**config.mk**
```make
export PLATFORM = sky130hd
export DESIGN_NAME = chip_clock_and_divider_control
export DESIGN_NICKNAME = d
export VERILOG_FILES = /design/src/verilog/clock_ctrl_pkg.sv /design/src/verilog/chip_clock_and_divider_control.sv
export VERILOG_INCLUDE_DIRS = /design/src /design/src/verilog
export SDC_FILE = /design/constraint.sdc
export NUM_CORES = 1
export LEC_CHECK = 0
export BUFFER_PORTS_ARGS = -buffer_cell sky130_fd_sc_hd__buf_4
export CORE_UTILIZATION = 50
export CTS_CLUSTER_DIAMETER = 50
export DETAILED_ROUTE_END_ITERATION = 7
export PLACE_DENSITY = 0.72
export REMOVE_ABC_BUFFERS = 1
export SLEW_MARGIN = 10
export SYNTH_ARGS = -nofsm -noshare
export SYNTH_HDL_FRONTEND = slang
export SYNTH_SLANG_ARGS = --single-unit
```
**constraint.sdc**
```tcl
create_clock -name MCLK -period 2.75 [get_ports MCLK]
set_input_delay 0.55 -clock MCLK [delete_from_list [all_inputs] [get_ports MCLK]]
set_output_delay 0.55 -clock MCLK [all_outputs]
set_load 0.01 [all_outputs]
```
**src/verilog/clock_ctrl_map.svh**
```systemverilog
// register offsets, field positions, reset values and source codes of the clock controller
`ifndef CLOCK_CTRL_MAP_SVH
`define CLOCK_CTRL_MAP_SVH
`define OFS_PWRCTL 8'h00
`define OFS_CLOCK_SELECT_REGISTER_ZERO 8'h04
`define OFS_CLKSEL1 8'h08
`define OFS_DIVCTL 8'h0C
`define OFS_TICKCTL 8'h10
`define OFS_STATUS 8'h14
`define PWR_PD_EN_BIT 7
`define PWR_WAIT_CORE_BIT 8
`define SEL0_SYS_LSB 0
`define SEL0_TICK_LSB 3
`define SEL1_DIV_LSB 0
`define SEL1_PLLREF_BIT 2
`define DIV_N_LSB 0
`define DIV_EN_BIT 4
`define DIV_BYPASS_BIT 5
`define TICK_CPU_BIT 2
`define PWRCTL_RST 32'h0000_0000
`define CLOCK_SELECT_REGISTER_ZERO_RST 32'h0000_0000
`define CLKSEL1_RST 32'h0000_0000
`define DIVCTL_RST 32'h0000_0000
`define TICKCTL_RST 32'h0000_0000
`define SRC_XTAL 3'h0
`define SRC_PLL 3'h1
`define SRC_SLOWRC 3'h2
`define SRC_FASTRC 3'h3
`endif

```
**src/verilog/clock_ctrl_pkg.sv**
```systemverilog
// types shared by the clock controller
package clock_ctrl_pkg;
  typedef enum logic [0:0] {
    PM_RUN = 1'b0,
    PM_DOWN = 1'b1
  } power_state_e;
  typedef logic [31:0] word_t;
endpackage

```
**src/verilog/chip_clock_and_divider_control.sv**
```systemverilog
// clock source selection, power-down control and clock-out divider with ahb-lite registers
`timescale 1ns/1ps
`include "clock_ctrl_map.svh"
module chip_clock_and_divider_control
  import clock_ctrl_pkg::*;
(
  input wire logic MCLK,
  input wire logic RESET_N,
  input wire logic HSEL,
  input wire logic [7:0] HADDR,
  input wire logic [1:0] HTRANS,
  input wire logic HWRITE,
  input wire logic [2:0] HSIZE,
  input wire logic [31:0] HWDATA,
  input wire logic HREADY,
  output logic [31:0] HRDATA,
  output logic HREADYOUT,
  output logic HRESP,
  input wire logic XTAL_CLK,
  input wire logic PLL_CLK,
  input wire logic FASTRC_CLK,
  input wire logic SLOWRC_CLK,
  input wire logic CORE_WFI,
  input wire logic WAKE_IRQ,
  output logic XTAL_EN,
  output logic FASTRC_EN,
  output logic PLL_EN,
  output logic SLOWRC_EN,
  output logic PLL_REF_FASTRC,
  output logic POWER_DOWN,
  output logic SYS_CLK,
  output logic TICK_CLK,
  output logic CLOCK_OUT
);

  // source index: 0 crystal, 1 pll, 2 slow rc, 3 fast rc, 4 wake
  logic [4:0] s1_r, s2_r, s3_r, lvl_r, lvl_nxt;
  word_t pwr_r, pwr_nxt, sel0_r, sel0_nxt, sel1_r, sel1_nxt, div_r, div_nxt, tick_r, tick_nxt;
  word_t hrdata_r, hrdata_nxt;
  logic wr_pend_r, wr_pend_nxt;
  logic [7:0] wr_addr_r, wr_addr_nxt;
  power_state_e pm_r, pm_nxt;
  logic [15:0] cnt_r, cnt_nxt;
  logic div_prev_r, div_prev_nxt;
  logic sys_r, sys_nxt, tick_clk_r, tick_clk_nxt, cko_r, cko_nxt;
  logic xen_r, xen_nxt, fen_r, fen_nxt, pen_r, pen_nxt, pref_r, pref_nxt;
  logic div_src, div_rise, div_run, sel_stage;

  // picks one of the four generator levels; unused codes fall back to fast rc
  function automatic logic pick_src(input logic [2:0] code, input logic [4:0] lv);
    case (code)
      `SRC_XTAL: pick_src = lv[0];
      `SRC_PLL: pick_src = lv[1];
      `SRC_SLOWRC: pick_src = lv[2];
      `SRC_FASTRC: pick_src = lv[3];
      default: pick_src = lv[3];
    endcase
  endfunction

  // a level only changes once two late stages agree, filtering metastable samples
  always_comb
  begin
    lvl_nxt = lvl_r;
    for (int i = 0; i < 5; i++)
    begin
      if (s2_r[i] == s3_r[i])
      begin
        lvl_nxt[i] = s3_r[i];
      end
    end
  end

  always_ff @(posedge MCLK or negedge RESET_N)
  begin
    if (!RESET_N)
    begin
      s1_r <= 5'h0_0;
      s2_r <= 5'h0_0;
      s3_r <= 5'h0_0;
      lvl_r <= 5'h0_0;
    end
    else
    begin
      s1_r <= {WAKE_IRQ, FASTRC_CLK, SLOWRC_CLK, PLL_CLK, XTAL_CLK};
      s2_r <= s1_r;
      s3_r <= s2_r;
      lvl_r <= lvl_nxt;
    end
  end

  // bus slave: zero wait states, read data built from next register values so a
  // read straight after a write returns the new value
  always_comb
  begin
    pwr_nxt = pwr_r;
    sel0_nxt = sel0_r;
    sel1_nxt = sel1_r;
    div_nxt = div_r;
    tick_nxt = tick_r;
    hrdata_nxt = hrdata_r;
    wr_pend_nxt = 1'b0;
    wr_addr_nxt = wr_addr_r;
    if (wr_pend_r)
    begin
      case (wr_addr_r)
        `OFS_PWRCTL: pwr_nxt = {23'h00_0000, HWDATA[8:0]};
        `OFS_CLOCK_SELECT_REGISTER_ZERO: sel0_nxt = {26'h000_0000, HWDATA[5:0]};
        `OFS_CLKSEL1: sel1_nxt = {29'h000_0000, HWDATA[2:0]};
        `OFS_DIVCTL: div_nxt = {26'h000_0000, HWDATA[5:0]};
        `OFS_TICKCTL: tick_nxt = {29'h000_0000, HWDATA[2:0]};
        default: ;
      endcase
    end
    if (pm_r == PM_RUN && CORE_WFI && pwr_r[`PWR_PD_EN_BIT] && pwr_r[`PWR_WAIT_CORE_BIT])
    begin
      pwr_nxt[`PWR_PD_EN_BIT] = 1'b0; // wake leaves enable cleared so the next wfi does not re-enter
    end
    if (HSEL && HREADY && HTRANS[1])
    begin
      wr_pend_nxt = HWRITE;
      wr_addr_nxt = {HADDR[7:2], 2'b00};
      if (!HWRITE)
      begin
        case ({HADDR[7:2], 2'b00})
          `OFS_PWRCTL: hrdata_nxt = pwr_nxt;
          `OFS_CLOCK_SELECT_REGISTER_ZERO: hrdata_nxt = sel0_nxt;
          `OFS_CLKSEL1: hrdata_nxt = sel1_nxt;
          `OFS_DIVCTL: hrdata_nxt = div_nxt;
          `OFS_TICKCTL: hrdata_nxt = tick_nxt;
          `OFS_STATUS: hrdata_nxt = {26'h000_0000, div_run, pm_r == PM_DOWN, lvl_r[3:0]};
          default: hrdata_nxt = 32'h0000_0000;
        endcase
      end
    end
  end

  always_ff @(posedge MCLK or negedge RESET_N)
  begin
    if (!RESET_N)
    begin
      pwr_r <= `PWRCTL_RST;
      sel0_r <= `CLOCK_SELECT_REGISTER_ZERO_RST;
      sel1_r <= `CLKSEL1_RST;
      div_r <= `DIVCTL_RST;
      tick_r <= `TICKCTL_RST;
      hrdata_r <= 32'h0000_0000;
      wr_pend_r <= 1'b0;
      wr_addr_r <= 8'h00;
    end
    else
    begin
      pwr_r <= pwr_nxt;
      sel0_r <= sel0_nxt;
      sel1_r <= sel1_nxt;
      div_r <= div_nxt;
      tick_r <= tick_nxt;
      hrdata_r <= hrdata_nxt;
      wr_pend_r <= wr_pend_nxt;
      wr_addr_r <= wr_addr_nxt;
    end
  end

  // power-down sequencer
  always_comb
  begin
    pm_nxt = pm_r;
    case (pm_r)
      PM_RUN:
      begin
        if (CORE_WFI && pwr_r[`PWR_PD_EN_BIT] && pwr_r[`PWR_WAIT_CORE_BIT])
        begin
          pm_nxt = PM_DOWN;
        end
      end
      PM_DOWN:
      begin
        if (lvl_r[4])
        begin
          pm_nxt = PM_RUN;
        end
      end
      default: pm_nxt = PM_RUN;
    endcase
    xen_nxt = (pm_nxt == PM_RUN);
    fen_nxt = (pm_nxt == PM_RUN);
    pen_nxt = (pm_nxt == PM_RUN);
    pref_nxt = sel1_r[`SEL1_PLLREF_BIT];
  end

  always_ff @(posedge MCLK or negedge RESET_N)
  begin
    if (!RESET_N)
    begin
      pm_r <= PM_RUN;
      xen_r <= 1'b1;
      fen_r <= 1'b1;
      pen_r <= 1'b1;
      pref_r <= 1'b0;
    end
    else
    begin
      pm_r <= pm_nxt;
      xen_r <= xen_nxt;
      fen_r <= fen_nxt;
      pen_r <= pen_nxt;
      pref_r <= pref_nxt;
    end
  end

  // clock muxes; in power-down every source but the slow rc reads as stopped
  logic [4:0] live;
  always_comb
  begin
    live = lvl_r;
    if (pm_r == PM_DOWN)
    begin
      live[0] = 1'b0;
      live[1] = 1'b0;
      live[3] = 1'b0;
    end
    div_src = pick_src(sel1_r[`SEL1_DIV_LSB +: 3], live);
    div_rise = div_src && !div_prev_r;
    sel_stage = cnt_r[div_r[`DIV_N_LSB +: 4]];
    div_run = div_r[`DIV_EN_BIT] || sel_stage;
    cnt_nxt = cnt_r;
    if (div_run && div_rise)
    begin
      cnt_nxt = cnt_r + 16'h0001;
    end
    div_prev_nxt = div_src;
    // gate on the next state so the system clock is already low in the first power-down cycle
    sys_nxt = (pm_nxt == PM_RUN) && pick_src(sel0_r[`SEL0_SYS_LSB +: 3], live);
    if (tick_r[`TICK_CPU_BIT])
    begin
      tick_clk_nxt = sys_nxt;
    end
    else
    begin
      tick_clk_nxt = pick_src(sel0_r[`SEL0_TICK_LSB +: 3], live);
    end
    if (div_r[`DIV_BYPASS_BIT])
    begin
      cko_nxt = div_r[`DIV_EN_BIT] && div_src;
    end
    else
    begin
      cko_nxt = cnt_nxt[div_r[`DIV_N_LSB +: 4]];
    end
  end

  always_ff @(posedge MCLK or negedge RESET_N)
  begin
    if (!RESET_N)
    begin
      cnt_r <= 16'h0000;
      div_prev_r <= 1'b0;
      sys_r <= 1'b0;
      tick_clk_r <= 1'b0;
      cko_r <= 1'b0;
    end
    else
    begin
      cnt_r <= cnt_nxt;
      div_prev_r <= div_prev_nxt;
      sys_r <= sys_nxt;
      tick_clk_r <= tick_clk_nxt;
      cko_r <= cko_nxt;
    end
  end

  assign HRDATA = hrdata_r;
  assign HREADYOUT = 1'b1;
  assign HRESP = 1'b0;
  assign XTAL_EN = xen_r;
  assign FASTRC_EN = fen_r;
  assign PLL_EN = pen_r;
  assign SLOWRC_EN = 1'b1;
  assign PLL_REF_FASTRC = pref_r;
  assign POWER_DOWN = (pm_r == PM_DOWN);
  assign SYS_CLK = sys_r;
  assign TICK_CLK = tick_clk_r;
  assign CLOCK_OUT = cko_r;

endmodule

```
==> results.sh <==
export IMPL_coreArea_um2=19000
export IMPL_regArea_um2=6060
export IMPL_violations="setup timing"
export IMPL_dp_hpwl_um=13700
export IMPL_rows=50
export IMPL_r2r_start="div_r[1]"
export IMPL_area_growth_syn_to_layout_pct=20.9
export IMPL_critPathCaptureType="flip-flop"
export IMPL_start_util_pct=51.7
export IMPL_outcome="complete, but fails checks"
export IMPL_cts_sinks=242
export IMPL_via_count=6736
export IMPL_post_route_period_util_pct=101
export IMPL_syn_area_um2=9840
export IMPL_final_layout_size_suffix_gt1_share_pct=23.7
export IMPL_path_depth=10
export IMPL_clk_latency_ns=0.53
export IMPL_worst_slew_pin_slew_ns=0.494
export IMPL_cp_cell_sequence="buf_4, nor2_1, a21boi_1, a311oi_4, buf_6, or4_1, a32oi_1, o32ai_1, or4_1, o211ai_1"
export IMPL_power_mw=8.24
export IMPL_dr_first_iter_drc_count=619
export IMPL_htreeDepth=1
export IMPL_grt_pass1_wl_um=36500
export IMPL_p_int_mw=6.33
export IMPL_crit_path_max_incr_delay_ns=0.52
export IMPL_remaining_drc_errors=0
export IMPL_synth_common_cells="dfrtp_1, and2_1, nand2_1, clkbuf_1, mux2_2"
export IMPL_relSlewSlack_pct=66.7
export IMPL_fillCellCount=1532
export IMPL_irDropWorstVdd_v=0.000445
export IMPL_grt_max_degree=69
export IMPL_clock_power_share_pct=44.8
export IMPL_rsz0062_at_grt="yes"
export IMPL_hold_worst_slack_ns=0.133
export IMPL_die_h_um=142
export IMPL_cts_tree="yes"
export IMPL_p_leak_nw=5.78
export IMPL_grt_usage_pct=23.2
export IMPL_ys_seq_area_share_pct=61.6
export IMPL_synth_top_area_share_pct=61.3
export IMPL_crit_path_max_fanout=6
export IMPL_synth_edf_count=0
export IMPL_cap_violations=0
export IMPL_cts_buffer_depth=3
export IMPL_critPathArrivalTime_ns=3.19
export IMPL_startpoint_type="flip-flop"
export IMPL_grt_pass1_vias=6916
export IMPL_drt_total_wl_um=22500
export IMPL_p_sw_mw=1.91
export IMPL_wl_per_cell_um=18.8
export IMPL_crit_start="div_r[1]"
export IMPL_ioPinCount=99
export IMPL_fin_ws_ns=-0.0138
export IMPL_cp_endpoint="CLOCK_OUT"
export IMPL_p_seq_share_pct=46.2
export IMPL_netlist_instances=812
export IMPL_crit_family="simple AND/OR/NAND/NOR gates"
export IMPL_setup_worst_path_class="reg2reg"
export IMPL_antenna_cells=0
export IMPL_finClkSkew_ns=0.0113
export IMPL_drv_slew=0
export IMPL_synth_warnings=0
export IMPL_place_area_um2=10900
export IMPL_cts_buffers=26
export IMPL_die_w_um=142
export IMPL_setup_viol=1
export IMPL_multi_input_area_um2=3510
export IMPL_antenna_found_initial=0
export IMPL_layout_min_cycle_time_ns=2.76
export IMPL_die_area_um2=20200
export IMPL_yosysTopAreaCell="dfrtp_1"
export IMPL_crit_buf_inv=2
export IMPL_nets=969
export IMPL_dr_pass1_iters=6
export IMPL_synth_area_leaders="dfrtp_1, and2_1, mux2_2"
export IMPL_crit_top_cell="or4_1"
export IMPL_async_flop_share_pct=100
export IMPL_reg2reg_to="CLOCK_OUT"
export IMPL_synth_ff_type="dfrtp_1"
export IMPL_final_area_um2=11900
export IMPL_rr_worst_depth=10
export IMPL_finalHoldViolCount=0
export IMPL_portBuffers=66
export IMPL_synth_cell_types=69
export IMPL_synth_avg_cell_area_um2=12.1
export IMPL_cts_clk_slew_worst_paths_ns=0.06
export IMPL_worstPathRequired_ns=3.18
export IMPL_synth_most_common_cell="dfrtp_1"
export IMPL_power_share_switching_pct=23.1
export IMPL_viasPerCell=5.66
export IMPL_pwr_density_cell_nw_per_um2=693
export IMPL_ys_ff_latch=242
export IMPL_grt_ovfl_total=0
export IMPL_cp_slowest_cell="or4_1"
export IMPL_place_gp_congestion=0.857
export IMPL_reg2reg_slack_ns=-0.01
export IMPL_comb_power_share_pct=9.0
export IMPL_fin_setup_tns_ns=-0.0138
export IMPL_ant_nets=0
export IMPL_root_buffer="clkbuf_16"
export IMPL_max_freq_mhz=362
export IMPL_min_delay_path_class="in2reg"
worst reg2reg max path, stage by stage (launching register included):
cell and delay, ns:
dfrtp_2 0.42, buf_4 0.15, nor2_1 0.06, a21boi_1 0.28, a311oi_4 0.17, buf_6 0.16, or4_1 0.52, a32oi_1 0.26
o32ai_1 0.10, or4_1 0.41, o211ai_1 0.12
metrics by stage:
stage / setup WS, ns / cells / util (%)
3_3_place_gp: -0.0657 / 1140 / 57.3
2_1_floorplan: -0.246 / 757 / -
6_report: -0.0138 / 1191 / 62.5
4_1_cts: 0.00754 / 1191 / 62.5
3_5_place_dp: -0.110 / 1140 / 57.3
5_1_grt: -0.109 / 1191 / 62.5
per-layer routing:
| layer | up-vias | track usage [%] | part of all wire, % |
|---|---|---|---|
| met1 | 3409 | 33.7 | 45 |
| li1 | 3058 | - | - |
| met4 | 0 | 7.13 | 1.9 |
| met5 | - | 0 | 0 |
| met3 | 35 | 3.60 | 6.5 |
| met2 | 234 | 36.2 | 46 |
layout make-up:
type,count,share of cell area [%]
inverters,7,0.221
clock buffers,36,6.29
well taps,260,2.74
clock inverters,11,1.51
repair buffers,127,8.77
flip-flops and latches,242,51.0
multi-input cells,508,29.5
state kept, by name, indices dropped and copies added, names as in the netlist, 6 cells and up:
name / count
pwr_r: 32
sel0_r: 32
HRDATA: 32
tick_r: 32
cnt_r: 16
wr_addr_r: 6
div_r: 32
sel1_r: 32
power groups by stage:
stage                     Sequential [mW]  Combinational (mW)  Clock, mW
after floorplan                      3.88               0.313          0
after global placement               3.86               0.705          0
after detailed placement             3.86               0.717          0
after CTS                            3.80               0.739       3.77
after global routing                 3.82               0.801       3.89
final                                3.81               0.740       3.69
cells in the final DEF (no fill, tap or decap), types with 4 or more instances in the layout:
master,n
a211oi_1,4
nand2b_1,6
buf_4,118
clkbuf_8,6
nand3b_1,5
clkbuf_1,4
bufinv_16,4
dfrtp_1,239
a22oi_1,8
a31oi_1,26
maj3_1,5
nor2b_1,32
and2_1,106
a222oi_1,23
and4_1,4
mux2_2,33
nand3_1,14
xor2_1,8
and3_1,5
inv_1,7
nor3_1,6
a22o_1,6
xnor2_1,6
o21ai_0,10
nor2_1,11
and2b_1,4
nor4_1,5
a221oi_1,4
mux2i_1,6
clkbuf_16,26
buf_12,6
nand2_1,86
a21o_1,26
repair_timing:
| action | 4_1_cts | 5_1_grt |
|---|---|---|
| pin swaps | 4 | 0 |
| resized for setup | 3 | 6 |
| buffers inserted | 3 | 0 |
| hold endpoints to repair | 52 | 0 |
| hold buffers | 1 | 0 |
| endpoints found under the setup margin | 1 | 13 |
logic make-up after synthesis:
group           count (synthesis)  share of synthesized area [%]
flops                         242                           61.6
mux                            42                           5.19
other cells                     2                         0.0764
buf+inv                        63                           2.99
simple gates                  305                           17.2
fa+ha+maj                       6                          0.636
compound gates                138                           11.1
xor+xnor                       14                           1.25
worst min-delay path by stage:
stage | start | endpoint | slack (ns) | depth (start not counted)
CTS | WAKE_IRQ | s1_r[4] | 0.11 | 1
detailed placement | s1_r[1] | s2_r[1] | 0.34 | 0
global route | WAKE_IRQ | s1_r[4] | 0.12 | 1
global placement | s1_r[4] | s2_r[4] | 0.33 | 0
finish | WAKE_IRQ | s1_r[4] | 0.13 | 1
floorplan | RESET_N | CLOCK_OUT | 0.25 | 0
(Power assumes the default switching activity.)
